$ cat src/design/cmcs_pkg.sv
`default_nettype none

package cmcs_pkg;

  // ----------------------------------------------------------------
  // Timing
  // ----------------------------------------------------------------
  localparam int CLK_PERIOD_NS = 10;
  // Silence on a master clock pin longer than this means not toggling
  localparam int ACT_WIN_NS    = 1000;
  localparam int ACT_WIN_CYC   = (ACT_WIN_NS + CLK_PERIOD_NS - 1) / CLK_PERIOD_NS;

  // ----------------------------------------------------------------
  // Register map
  // ----------------------------------------------------------------
  localparam int          AXI_AW    = 8;
  localparam logic [7:0]  ADDR_CTRL = 8'h00;
  localparam logic [7:0]  ADDR_STAT = 8'h04;
  localparam logic [31:0] CTRL_RST  = 32'h0000_0000;

  localparam int CTRL_TTS_LSB  = 0;
  localparam int CTRL_DRV_VAL  = 8;
  localparam int CTRL_DRV_EN   = 9;

  localparam int STAT_LOS_LSB  = 0;
  localparam int STAT_HW_BIT   = 8;
  localparam int STAT_SPI_BIT  = 9;
  localparam int STAT_SRC_LSB  = 10;
  localparam int STAT_ACT_LSB  = 12;

  localparam logic [1:0] RESP_OKAY   = 2'h0;
  localparam logic [1:0] RESP_SLVERR = 2'h2;
  localparam logic [1:0] RESP_DECERR = 2'h3;

  // ----------------------------------------------------------------
  // Pin sync vector layout
  // ----------------------------------------------------------------
  localparam int PIN_MODE = 0;
  localparam int PIN_BSS  = 1;
  localparam int PIN_RD   = 2;
  localparam int PIN_WR   = 3;
  localparam int PIN_TTS  = 4;

  // ----------------------------------------------------------------
  // DS3 master clock source
  // ----------------------------------------------------------------
  typedef enum logic [1:0] {
    SRC_DS3_MCLK,
    SRC_SYNTH_E3,
    SRC_SYNTH_STS1,
    SRC_TX_LINE
  } cmcs_src_e;

endpackage

`default_nettype wire

$ cat src/design/cmcs_act_det.sv
`default_nettype none

module cmcs_act_det
  import cmcs_pkg::*;
#(
  parameter int WIN = ACT_WIN_CYC
) (
  input  wire logic clk,
  input  wire logic reset,
  input  wire logic smp,
  output var  logic active_r,
  output var  logic level_r
);

  localparam int CW = $clog2(WIN + 1);

  if (WIN < 2) begin : g_bad_win
    $error("cmcs_act_det: WIN must be at least 2");
  end

  logic          prev_r;
  logic [CW-1:0] cnt_r;
  wire           edge_seen = smp ^ prev_r;
  wire           expired   = (cnt_r == CW'(WIN - 1));

  always_ff @(posedge clk) begin
    if (reset) begin
      // Track the pin in reset so a high pin gives no false edge after
      prev_r   <= smp;
      cnt_r    <= '0;
      active_r <= 1'b0;
      level_r  <= smp;
    end else begin
      prev_r  <= smp;
      level_r <= smp;
      if (edge_seen) begin
        cnt_r    <= '0;
        active_r <= 1'b1;
      end else if (!expired) begin
        cnt_r <= cnt_r + CW'(1);
      end else begin
        active_r <= 1'b0;
      end
    end
  end

endmodule

`default_nettype wire

$ cat src/design/cmcs_top.sv
// Operation
// - Strap high selects hardware pin mode
// - Hardware mode refuses all register access
// - Strap low enters CPU bus mode
// - CPU mode defaults to parallel interface
// - Serial only when style, read, write low
// - Register bits active high, pins may invert
// - Some pins stay live in both modes
// - Live config is pin OR register bit
// - Present DS3 master clock drives DS3 ports
// - DS3 pin low: synthesize from E3, STS-1
// - DS3 pin high: ports use transmit clock
// - No alternate clocks: fall back to transmit clock
// - DS3 clock pin bidirectional only in CPU mode
//
// Register access over AXI4-Lite and the register offsets were decided locally.
`default_nettype none

module cmcs_top
  import cmcs_pkg::*;
#(
  parameter int NUM_PORTS = 4
) (
  input  wire logic                 clk,
  input  wire logic                 reset,
  input  wire logic                 mode_strap,
  input  wire logic                 bus_style_select,
  input  wire logic                 rd_n,
  input  wire logic                 wr_n,
  input  wire logic [NUM_PORTS-1:0] tx_driver_tristate_n,
  input  wire logic                 ds3_master_clk_in,
  input  wire logic                 e3_master_clk_in,
  input  wire logic                 sts1_master_clk_in,
  input  wire logic [NUM_PORTS-1:0] rx_los,
  output var  logic                 ds3_master_clk_out,
  output var  logic                 ds3_master_clk_oe,
  output var  logic [NUM_PORTS-1:0] rx_loss_of_signal_n,
  output var  logic [NUM_PORTS-1:0] tx_tristate_eff,
  output var  logic                 hw_mode,
  output var  logic                 spi_enable,
  output var  logic                 parallel_enable,
  output var  cmcs_src_e            ds3_mclk_src,
  input  wire logic [AXI_AW-1:0]    s_axi_awaddr,
  input  wire logic                 s_axi_awvalid,
  output var  logic                 s_axi_awready,
  input  wire logic [31:0]          s_axi_wdata,
  input  wire logic [3:0]           s_axi_wstrb,
  input  wire logic                 s_axi_wvalid,
  output var  logic                 s_axi_wready,
  output var  logic [1:0]           s_axi_bresp,
  output var  logic                 s_axi_bvalid,
  input  wire logic                 s_axi_bready,
  input  wire logic [AXI_AW-1:0]    s_axi_araddr,
  input  wire logic                 s_axi_arvalid,
  output var  logic                 s_axi_arready,
  output var  logic [31:0]          s_axi_rdata,
  output var  logic [1:0]           s_axi_rresp,
  output var  logic                 s_axi_rvalid,
  input  wire logic                 s_axi_rready
);

  localparam int SYNC_W  = PIN_TTS + NUM_PORTS + 3;
  localparam int PIN_MCK = PIN_TTS + NUM_PORTS;

  // Tristate bits must fit byte lane 0 of the control word
  if (NUM_PORTS < 1 || NUM_PORTS > 8) begin : g_bad_ports
    $error("cmcs_top: NUM_PORTS must be 1 to 8");
  end

  // ----------------------------------------------------------------
  // Pin synchronisers
  // ----------------------------------------------------------------
  logic [SYNC_W-1:0] pin_meta_r;
  logic [SYNC_W-1:0] pin_sync_r;
  wire  [SYNC_W-1:0] pin_raw = {sts1_master_clk_in, e3_master_clk_in, ds3_master_clk_in,
                                tx_driver_tristate_n, wr_n, rd_n, bus_style_select,
                                mode_strap};

  // No reset: the capture edge after release must see settled straps
  always_ff @(posedge clk) begin
    pin_meta_r <= pin_raw;
    pin_sync_r <= pin_meta_r;
  end

  wire                 mode_s = pin_sync_r[PIN_MODE];
  wire                 spi_s  = ~pin_sync_r[PIN_BSS] & ~pin_sync_r[PIN_RD] & ~pin_sync_r[PIN_WR];
  wire [NUM_PORTS-1:0] tts_n_s = pin_sync_r[PIN_TTS +: NUM_PORTS];

  // ----------------------------------------------------------------
  // Strap capture
  // ----------------------------------------------------------------
  // Straps are read once after reset; later pin motion is ignored
  logic taken_r;

  always_ff @(posedge clk) begin
    if (reset) begin
      taken_r         <= 1'b0;
      hw_mode         <= 1'b1;
      spi_enable      <= 1'b0;
      parallel_enable <= 1'b0;
    end else if (!taken_r) begin
      taken_r         <= 1'b1;
      hw_mode         <= mode_s;
      spi_enable      <= ~mode_s & spi_s;
      parallel_enable <= ~mode_s & ~spi_s;
    end
  end

  // ----------------------------------------------------------------
  // Master clock activity
  // ----------------------------------------------------------------
  logic [2:0] mck_act;
  logic [2:0] mck_lvl;

  for (genvar i = 0; i < 3; i++) begin : g_act
    cmcs_act_det #(
      .WIN (ACT_WIN_CYC)
    ) u_det (
      .clk      (clk),
      .reset    (reset),
      .smp      (pin_sync_r[PIN_MCK + i]),
      .active_r (mck_act[i]),
      .level_r  (mck_lvl[i])
    );
  end

  // Held high beats the alternates: the pin level is a deliberate choice
  cmcs_src_e src_nxt;
  assign src_nxt = mck_act[0] ? SRC_DS3_MCLK :
                   mck_lvl[0] ? SRC_TX_LINE :
                   mck_act[1] ? SRC_SYNTH_E3 :
                   mck_act[2] ? SRC_SYNTH_STS1 :
                                SRC_TX_LINE;

  // ----------------------------------------------------------------
  // Registers
  // ----------------------------------------------------------------
  logic [NUM_PORTS-1:0] ctrl_tts_r;
  logic                 ctrl_drv_val_r;
  logic                 ctrl_drv_en_r;

  logic              aw_held_r;
  logic              w_held_r;
  logic [AXI_AW-1:0] awaddr_r;
  logic [31:0]       wdata_r;
  logic [3:0]        wstrb_r;

  wire              aw_hs   = s_axi_awvalid & s_axi_awready;
  wire              w_hs    = s_axi_wvalid & s_axi_wready;
  wire              aw_have = aw_held_r | aw_hs;
  wire              w_have  = w_held_r | w_hs;
  wire              wr_go   = aw_have & w_have & ~s_axi_bvalid;
  wire [AXI_AW-1:0] wr_addr = aw_held_r ? awaddr_r : s_axi_awaddr;
  wire [31:0]       wr_data = w_held_r ? wdata_r : s_axi_wdata;
  wire [3:0]        wr_strb = w_held_r ? wstrb_r : s_axi_wstrb;
  wire              bvalid_nxt  = wr_go | (s_axi_bvalid & ~s_axi_bready);
  wire              aw_held_nxt = aw_have & ~wr_go;
  wire              w_held_nxt  = w_have & ~wr_go;

  wire wr_ctrl   = wr_go & ~hw_mode & (wr_addr == ADDR_CTRL);
  wire wr_mapped = (wr_addr == ADDR_CTRL) | (wr_addr == ADDR_STAT);
  wire [1:0] wr_resp = hw_mode    ? RESP_SLVERR :
                       wr_mapped  ? RESP_OKAY :
                                    RESP_DECERR;

  always_ff @(posedge clk) begin
    if (reset) begin
      aw_held_r     <= 1'b0;
      w_held_r      <= 1'b0;
      awaddr_r      <= '0;
      wdata_r       <= '0;
      wstrb_r       <= '0;
      s_axi_awready <= 1'b0;
      s_axi_wready  <= 1'b0;
      s_axi_bvalid  <= 1'b0;
      s_axi_bresp   <= RESP_OKAY;
    end else begin
      aw_held_r     <= aw_held_nxt;
      w_held_r      <= w_held_nxt;
      s_axi_awready <= ~aw_held_nxt & ~bvalid_nxt;
      s_axi_wready  <= ~w_held_nxt & ~bvalid_nxt;
      s_axi_bvalid  <= bvalid_nxt;
      if (aw_hs) begin
        awaddr_r <= s_axi_awaddr;
      end
      if (w_hs) begin
        wdata_r <= s_axi_wdata;
        wstrb_r <= s_axi_wstrb;
      end
      if (wr_go) begin
        s_axi_bresp <= wr_resp;
      end
    end
  end

  always_ff @(posedge clk) begin
    if (reset) begin
      ctrl_tts_r     <= CTRL_RST[CTRL_TTS_LSB +: NUM_PORTS];
      ctrl_drv_val_r <= CTRL_RST[CTRL_DRV_VAL];
      ctrl_drv_en_r  <= CTRL_RST[CTRL_DRV_EN];
    end else if (wr_ctrl) begin
      if (wr_strb[0]) begin
        ctrl_tts_r <= wr_data[CTRL_TTS_LSB +: NUM_PORTS];
      end
      if (wr_strb[1]) begin
        ctrl_drv_val_r <= wr_data[CTRL_DRV_VAL];
        ctrl_drv_en_r  <= wr_data[CTRL_DRV_EN];
      end
    end
  end

  // ----------------------------------------------------------------
  // Read channel
  // ----------------------------------------------------------------
  wire ar_hs      = s_axi_arvalid & s_axi_arready;
  wire rvalid_nxt = ar_hs | (s_axi_rvalid & ~s_axi_rready);
  wire rd_is_ctrl = (s_axi_araddr == ADDR_CTRL);
  wire rd_is_stat = (s_axi_araddr == ADDR_STAT);

  logic [31:0] ctrl_word;
  logic [31:0] stat_word;
  always_comb begin
    ctrl_word = '0;
    ctrl_word[CTRL_TTS_LSB +: NUM_PORTS] = ctrl_tts_r;
    ctrl_word[CTRL_DRV_VAL] = ctrl_drv_val_r;
    ctrl_word[CTRL_DRV_EN]  = ctrl_drv_en_r;
    stat_word = '0;
    stat_word[STAT_LOS_LSB +: NUM_PORTS] = rx_los;
    stat_word[STAT_HW_BIT]  = hw_mode;
    stat_word[STAT_SPI_BIT] = spi_enable;
    stat_word[STAT_SRC_LSB +: 2] = ds3_mclk_src;
    stat_word[STAT_ACT_LSB +: 3] = mck_act;
  end

  wire [31:0] rd_word = hw_mode    ? 32'h0000_0000 :
                        rd_is_ctrl ? ctrl_word :
                        rd_is_stat ? stat_word :
                                     32'h0000_0000;
  wire [1:0]  rd_resp = hw_mode                   ? RESP_SLVERR :
                        (rd_is_ctrl | rd_is_stat) ? RESP_OKAY :
                                                    RESP_DECERR;

  logic rd_stat_r;
  always_ff @(posedge clk) begin
    if (reset) begin
      s_axi_arready <= 1'b0;
      s_axi_rvalid  <= 1'b0;
      s_axi_rdata   <= '0;
      s_axi_rresp   <= RESP_OKAY;
      rd_stat_r     <= 1'b0;
    end else begin
      s_axi_arready <= ~rvalid_nxt;
      s_axi_rvalid  <= rvalid_nxt;
      if (ar_hs) begin
        s_axi_rdata <= rd_word;
        s_axi_rresp <= rd_resp;
        rd_stat_r   <= rd_is_stat;
      end
    end
  end

  // ----------------------------------------------------------------
  // Pins live in both modes, clock select
  // ----------------------------------------------------------------
  wire [NUM_PORTS-1:0] tts_nxt = ~tts_n_s | (ctrl_tts_r & {NUM_PORTS{~hw_mode}});

  always_ff @(posedge clk) begin
    if (reset) begin
      rx_loss_of_signal_n <= '1;
      tx_tristate_eff     <= '0;
      ds3_mclk_src        <= SRC_TX_LINE;
      ds3_master_clk_out  <= 1'b0;
      ds3_master_clk_oe   <= 1'b0;
    end else begin
      rx_loss_of_signal_n <= ~rx_los;
      tx_tristate_eff     <= tts_nxt;
      ds3_mclk_src        <= src_nxt;
      ds3_master_clk_out  <= ctrl_drv_val_r;
      ds3_master_clk_oe   <= ~hw_mode & ctrl_drv_en_r;
    end
  end
endmodule

`default_nettype wire

$ cat config.mk
export PLATFORM = sky130hd
export DESIGN_NAME = cmcs_top
export DESIGN_NICKNAME = d
export VERILOG_FILES = /design/src/design/cmcs_pkg.sv /design/src/design/cmcs_act_det.sv /design/src/design/cmcs_top.sv
export SDC_FILE = /design/constraint.sdc
export NUM_CORES = 1
export LEC_CHECK = 0
export BUFFER_PORTS_ARGS = -buffer_cell sky130_fd_sc_hd__buf_2
export CORE_UTILIZATION = 50
export DETAILED_ROUTE_END_ITERATION = 7
export GPL_TIMING_DRIVEN = 0
export PLACE_DENSITY = 0.87
export SYNTH_ARGS = -nofsm -noshare
export SYNTH_HDL_FRONTEND = slang
export SYNTH_HIERARCHICAL = 1
export SYNTH_SLANG_ARGS = --single-unit
$ cat constraint.sdc
create_clock -name clk -period 2.2 [get_ports clk]
set_input_delay 0.11 -clock clk [delete_from_list [all_inputs] [get_ports clk]]
set_output_delay 0.11 -clock clk [all_outputs]
set_load 0.02 [all_outputs]
==> impl_metrics.csv, run 1 <==
group,metric,value,unit
status,status,"finished clean",
yosys,synth_top_area_share,0.537,
cts,postCtsSetupBuffers,0,
power_and_ir_drop,power.density,708,nW/um^2
yosys,netlist_top_cells_count,"dfxtp_1, nand2_1, a21oi_1, nand3_1, buf_4",
detailed_routing,drc,0,
critical_path,critPathLaunch,"s_axi_awready",
grt,grt_pass1_wl,14.6,mm
power_and_ir_drop,p_int,2.64,mW
finish,multi_input_area,1710,um^2
critical_path,r2r_setup_slack,0.33,ns
cts,clockBufferDepth,2,
yosys,yosys_warnings,6,
sta,finalCriticalPeriod,1.87,ns
die,rows,32,
sta,fmax,535,MHz
yosys,synth_top_flop_cell,"dfxtp_1",
detailed_routing,routedWlPerCell,13.8,um
critical_path,path_class,"reg -> reg",
sta,fin_ws,0.330,ns
cts,root_buffer,"clkbuf_8",
die,die_y,92.1,um
yosys,postSynthAreaPerCell,9.95,um^2
detailed_routing,first_iter_violations,218,
critical_path,critPathLaunchType,"register",
critical_path,worstSetupEndpointType,"register",
grt,grt_pass1_vias,3216,
power_and_ir_drop,total_power,3.54,mW
sta,max-slew-margin-rel,0.580,
die,core,7810,um^2
sta,finalSetupViolCount,0,
yosys,synth_area_leaders,"dfxtp_1, buf_4, a21oi_1",
detailed_routing,route.vias.total,3380,
detailed_routing,via_per_inst,5.27,
detailed_routing,first_pass_iters,5,
die,start_util,0.520,
grt,gr-total-overflow,0,
sta,rsz0062_at_grt,"no",
sta,period_share,0.850,
yosys,synth_edf_count,0,
yosys,ys_types,41,
sta,tns,0,ns
sta,fin_skew,0.00737,ns
placement,dpl_worst_slack,0.366,ns
sta,whs,0.0112,ns
sta,final_max_slew_viol_count,0,
power_and_ir_drop,ir_drop,0.000499,V
finish,drive_gt1_frac,0.271,
detailed_routing,postRouteAntennaNets,0,
hold_path,hold_path.class,"in -> reg",
finish,diodes,0,
cts,htreeDepth,3,
power_and_ir_drop,switching_share,0.254,
run,drv_cap,0,
cts,clk_latency,0.36,ns
yosys,yosys_register_bits,109,
placement,portBuffers,78,
yosys,syn_area,4060,um^2
grt,track_usage,0.220,
cts,numCtsBuffers,9,
detailed_routing,wl,8.87,mm
cts,tritoncts,"done",
grt,grt_max_degree,17,
finish,regArea,2180,um^2
finish,fillers,648,
power_and_ir_drop,power.share.combinational,0.116,
critical_path,r2r_start,"s_axi_awready",
power_and_ir_drop,pwr-share-seq,0.595,
critical_path,r2r_cells,5,
placement,routabilityCongestion,0.866,
die,io-pin-count,130,
sta,tightest_slew,0.630,ns
critical_path,crit_required,2.44,ns
die,dieArea,8490,um^2
yosys,synth_cells,408,
power_and_ir_drop,leakage,2.07,nW
power_and_ir_drop,switching_power,899,uW
grt,antenna_found_initial,0,
critical_path,worstPathArrival,2.11,ns
die,die_x,92.1,um
finish,syn_to_final_growth,22.9,%
sta,final-hold-violation-count,0,
cts,cts.sinks,109,
critical_path,endpoint,"ctrl_tts_r[1]",
power_and_ir_drop,clock_power_share,0.289,
yosys,yosysSeqAreaShare,0.537,
yosys,yosysMostFrequentCell,"dfxtp_1",
yosys,yosys.area.top_type,"dfxtp_1",
critical_path,reg2reg_to,"ctrl_tts_r[1]",
critical_path,crit_path_max_fanout,10,
yosys,async_reset_ff_frac,0,
finish,nets,612,
placement,hpwl,6.33,mm
cts,clkSlewWorstSetupHoldPaths,0.10,ns
-- state kept, by name, indices dropped and copies added, names as in the netlist, 2 cells and up --
register              flops
wstrb_r                   2
wdata_r                   6
g_act.u_det/cnt_r        21
rx_loss_of_signal_n       4
g_act.u_det/prev_r        3
pin_meta_r               11
ds3_mclk_src              2
s_axi_rdata              11
awaddr_r                  8
s_axi_rresp               2
s_axi_bresp               2
pin_sync_r               11
ctrl_tts_r                4
g_act.u_det/active_r      3
tx_tristate_eff           4
-- cell type report --
cell class / count / share of cell area
Sequential cell: 109 / 0.437
Clock inverter: 4 / 0.00526
Inverter: 2 / 0.00150
Clock buffer: 11 / 0.0263
Buffer: 36 / 0.0471
Tap cell: 102 / 0.0256
Timing Repair Buffer: 96 / 0.114
Multi-Input combinational cell: 281 / 0.343
-- metal layers --
metal | GRT usage | up-vias | part of all wire
met5 | 0 | - | 0
met4 | 0.0898 | 0 | 0.028
met3 | 0.0448 | 28 | 0.060
met2 | 0.388 | 136 | 0.48
met1 | 0.259 | 1579 | 0.43
li1 | - | 1637 | -
-- layout by cell type (no fill, tap or decap), types with 11 or more instances in the layout --
master,netlist,final
buf_4,24,24
buf_2,2,80
conb_1,1,21
nand2_1,40,40
mux2_2,12,12
clkbuf_1,9,11
o21ai_0,12,12
nor3_1,20,20
mux2i_1,11,11
dlygate4sd3_1,0,18
dfxtp_1,109,109
a21oi_1,35,35
nor2_1,21,21
nand3_1,25,25
-- kinds of logic after synthesis --
logic type               share of synthesized area
AO/OA/AOI/OAI                               0.0992
XOR/XNOR                                    0.0259
adder cells (fa/ha/maj)                    0.00924
buffers and inverters                       0.0598
flip-flops                                   0.537
multiplexers                                0.0604
other                                     0.000923
AND/OR/NAND/NOR                              0.207
-- how the worst min path moves through the flow --
stage | slack [ns] | to | depth (start not counted) | from
after floorplan | 0.14 | pin_meta_r[0] | 0 | mode_strap
after global routing | 0.02 | awaddr_r[1] | 3 | s_axi_awaddr[1]
after CTS | 0.0003 | wstrb_r[1] | 3 | s_axi_wstrb[1]
after detailed placement | 0.21 | pin_meta_r[8] | 1 | ds3_master_clk_in
final | 0.01 | wstrb_r[1] | 3 | s_axi_wstrb[1]
after global placement | 0.21 | pin_meta_r[2] | 1 | rd_n
-- timing repair --
item / in CTS / in global routing
hold buffers: 18 / 0
gates resized for setup: 0 / 0
endpoints found under the setup margin: 0 / 0
endpoints found under the hold margin: 18 / 0
-- stage by stage --
step                      utilization  cells  instance area (um^2)
after global routing            0.639    641                  4990
after detailed placement        0.596    608                  4650
final                           0.639    641                  4990
after floorplan                     -    428                  4140
after global placement          0.596    608                  4650
after CTS                       0.639    641                  4990
-- worst max-delay path: stages (launching register included) --
cell and delay [ns]:
dfxtp_1 0.34, buf_2 0.20, a21oi_1 0.16, nor4_1 0.47
nand4_1 0.38, mux2i_1 0.20
-- power by group through the flow --
stage / Combinational [mW] / Clock [mW] / Sequential, mW
after floorplan: 0.233 / 0 / 2.17
after global placement: 0.367 / 0 / 2.14
after detailed placement: 0.379 / 0 / 2.15
after CTS: 0.405 / 1.04 / 2.10
after global routing: 0.447 / 1.12 / 2.11
final: 0.410 / 1.02 / 2.10
Note: power is estimated with default switching activity, not from simulation.
==> run 2: changes to the inputs <==
- CORE_UTILIZATION: 50 -> 25
- PLACE_DENSITY: 0.87 -> 0.53
==> run 2 against run 1 <==
Effect of this change:
- first-iteration DRC count shrank 31%
- worst setup slack lost 0.13 ns
- critical endpoint is now s_axi_rdata[13]
- critical path type unchanged
- global-route usage shrank 9.6 points
- total power grew 16%
- fmax shrank 6.6%
- cell count grew 17%
- highest routed layer unchanged
- sequential power is essentially flat
==> impl_metrics.csv, run 2 (synthesized netlist as in run 1, its figures left out) <==
group,metric,value,unit
detailed_routing,first_iter_violations,150,
sta,rsz0062_at_grt,"no",
detailed_routing,via_per_inst,4.29,
placement,hpwl,7.14,mm
sta,max-slew-margin-rel,0.530,
placement,portBuffers,78,
power_and_ir_drop,pwr-share-seq,0.512,
cts,htreeDepth,3,
finish,regArea,2180,um^2
finish,largest_reg_flops,21,
sta,tightest_slew,0.705,ns
critical_path,path_class,"reg -> reg",
sta,fin_ws,0.198,ns
detailed_routing,drc,0,
detailed_routing,postRouteAntennaNets,0,
placement,routabilityCongestion,0.737,
placement,placed_area,4800,um^2
critical_path,critPathLaunchType,"register",
finish,top_register,"g_act.u_det/cnt_r",
detailed_routing,route.vias.total,3228,
grt,grt_pass1_vias,3091,
run,drv_cap,0,
die,io-pin-count,130,
finish,drive_gt1_frac,0.277,
finish,final_cells,753,
critical_path,worstSetupEndpointType,"register",
sta,tns,0,ns
cts,cts.repair.resized,0,
die,start_util,0.256,
power_and_ir_drop,leakage,2.12,nW
placement,dpl_worst_slack,0.215,ns
sta,final-hold-violation-count,0,
finish,design_area,5240,um^2
sta,finalCriticalPeriod,2.00,ns
finish,multi_input_area,1710,um^2
sta,whs,0.0230,ns
hold_path,worstHoldPathCells,3,
power_and_ir_drop,switching_share,0.258,
cts,postCtsSetupBuffers,0,
detailed_routing,wl,9.83,mm
detailed_routing,first_pass_iters,4,
finish,final_common_cell,"dfxtp_1",
cts,hold_buffers,15,
hold_path,hold_path.class,"in -> reg",
sta,fin_skew,0.00939,ns
status,status,"finished clean",
cts,clk_latency,0.35,ns
die,die_x,129,um
cts,numCtsBuffers,9,
grt,gr-total-overflow,0,
cts,root_buffer,"clkbuf_16",
grt,grt_max_degree,20,
cts,cts.sinks,109,
cts,tritoncts,"done",
critical_path,worstPathArrival,2.28,ns
finish,syn_to_final_growth,29.0,%
power_and_ir_drop,p_int,3.05,mW
sta,finalSetupViolCount,0,
power_and_ir_drop,power.density,784,nW/um^2
sta,final_max_slew_viol_count,0,
placement,place_inst,722,
power_and_ir_drop,power.share.combinational,0.098,
sta,period_share,0.910,
power_and_ir_drop,ir_drop,0.000354,V
die,rows,46,
finish,nets,609,
finish,diodes,0,
sta,fmax,500,MHz
critical_path,crit_path_max_fanout,10,
die,core,15900,um^2
grt,track_usage,0.124,
die,die_y,129,um
die,dieArea,16800,um^2
cts,clkSlewWorstSetupHoldPaths,0.07,ns
cts,clockBufferDepth,2,
finish,layout_common_cells,"dfxtp_1, buf_2, nand2_1, a21oi_1, nand3_1",
grt,antenna_found_initial,0,
finish,fillers,1691,
grt,grt_pass1_wl,15.6,mm
critical_path,r2r_cells,5,
power_and_ir_drop,switching_power,1.06,mW
detailed_routing,routedWlPerCell,13.1,um
power_and_ir_drop,clock_power_share,0.390,
critical_path,crit_required,2.48,ns
## run 2: final cells by class
| type | instances | share of cell area |
|---|---|---|
| buffer | 36 | 0.0449 |
| inverter | 2 | 0.00143 |
| timing repair buffer | 93 | 0.103 |
| multi-input combinational | 281 | 0.327 |
| sequential | 109 | 0.416 |
| clock inverter | 6 | 0.0103 |
| clock buffer | 10 | 0.0456 |
| tap | 216 | 0.0516 |
## run 2: routing by layer
metal / up-vias / wire (um) / track usage / part of all wire
met1: 1495 / 4520 / 0.157 / 0.46
met5: - / 0 / 0 / 0
met4: 0 / 134 / 0.0527 / 0.014
li1: 1635 / - / - / -
met3: 12 / 607 / 0.0339 / 0.062
met2: 86 / 4570 / 0.198 / 0.46
## run 2: per-stage QoR
stage                     power (mW)   util
final                           4.11  0.330
after global routing            4.30  0.330
after CTS                       4.17  0.330
after detailed placement        2.54  0.302
after global placement          2.53  0.302
after floorplan                 2.40      -
## run 2: final timing paths
| kind | from | to | slack (ns) |
|---|---|---|---|
| worst max-delay path | s_axi_arready | s_axi_rdata[13] | 0.20 |
| worst min-delay path | s_axi_wstrb[0] | wstrb_r[0] | 0.02 |
| worst max register to register | s_axi_arready | s_axi_rdata[13] | 0.20 |
| worst min register to register | pin_meta_r[10] | pin_sync_r[10] | 0.33 |
## run 2: power by group through the flow
stage	clock (mW)	combinational (mW)	sequential, mW
2_1_floorplan	0	0.233	2.17
3_3_place_gp	0	0.380	2.15
3_5_place_dp	0	0.386	2.15
4_1_cts	1.66	0.408	2.10
5_1_grt	1.74	0.449	2.11
6_report	1.60	0.404	2.10
## run 2: worst max-delay path, cell delays in order, from the launching register on
cell	delay, ns
dfxtp_1	0.34
nand2_1	0.27
and4bb_2	0.45
clkbuf_1	0.55
a32oi_1	0.19
nor2_1	0.13
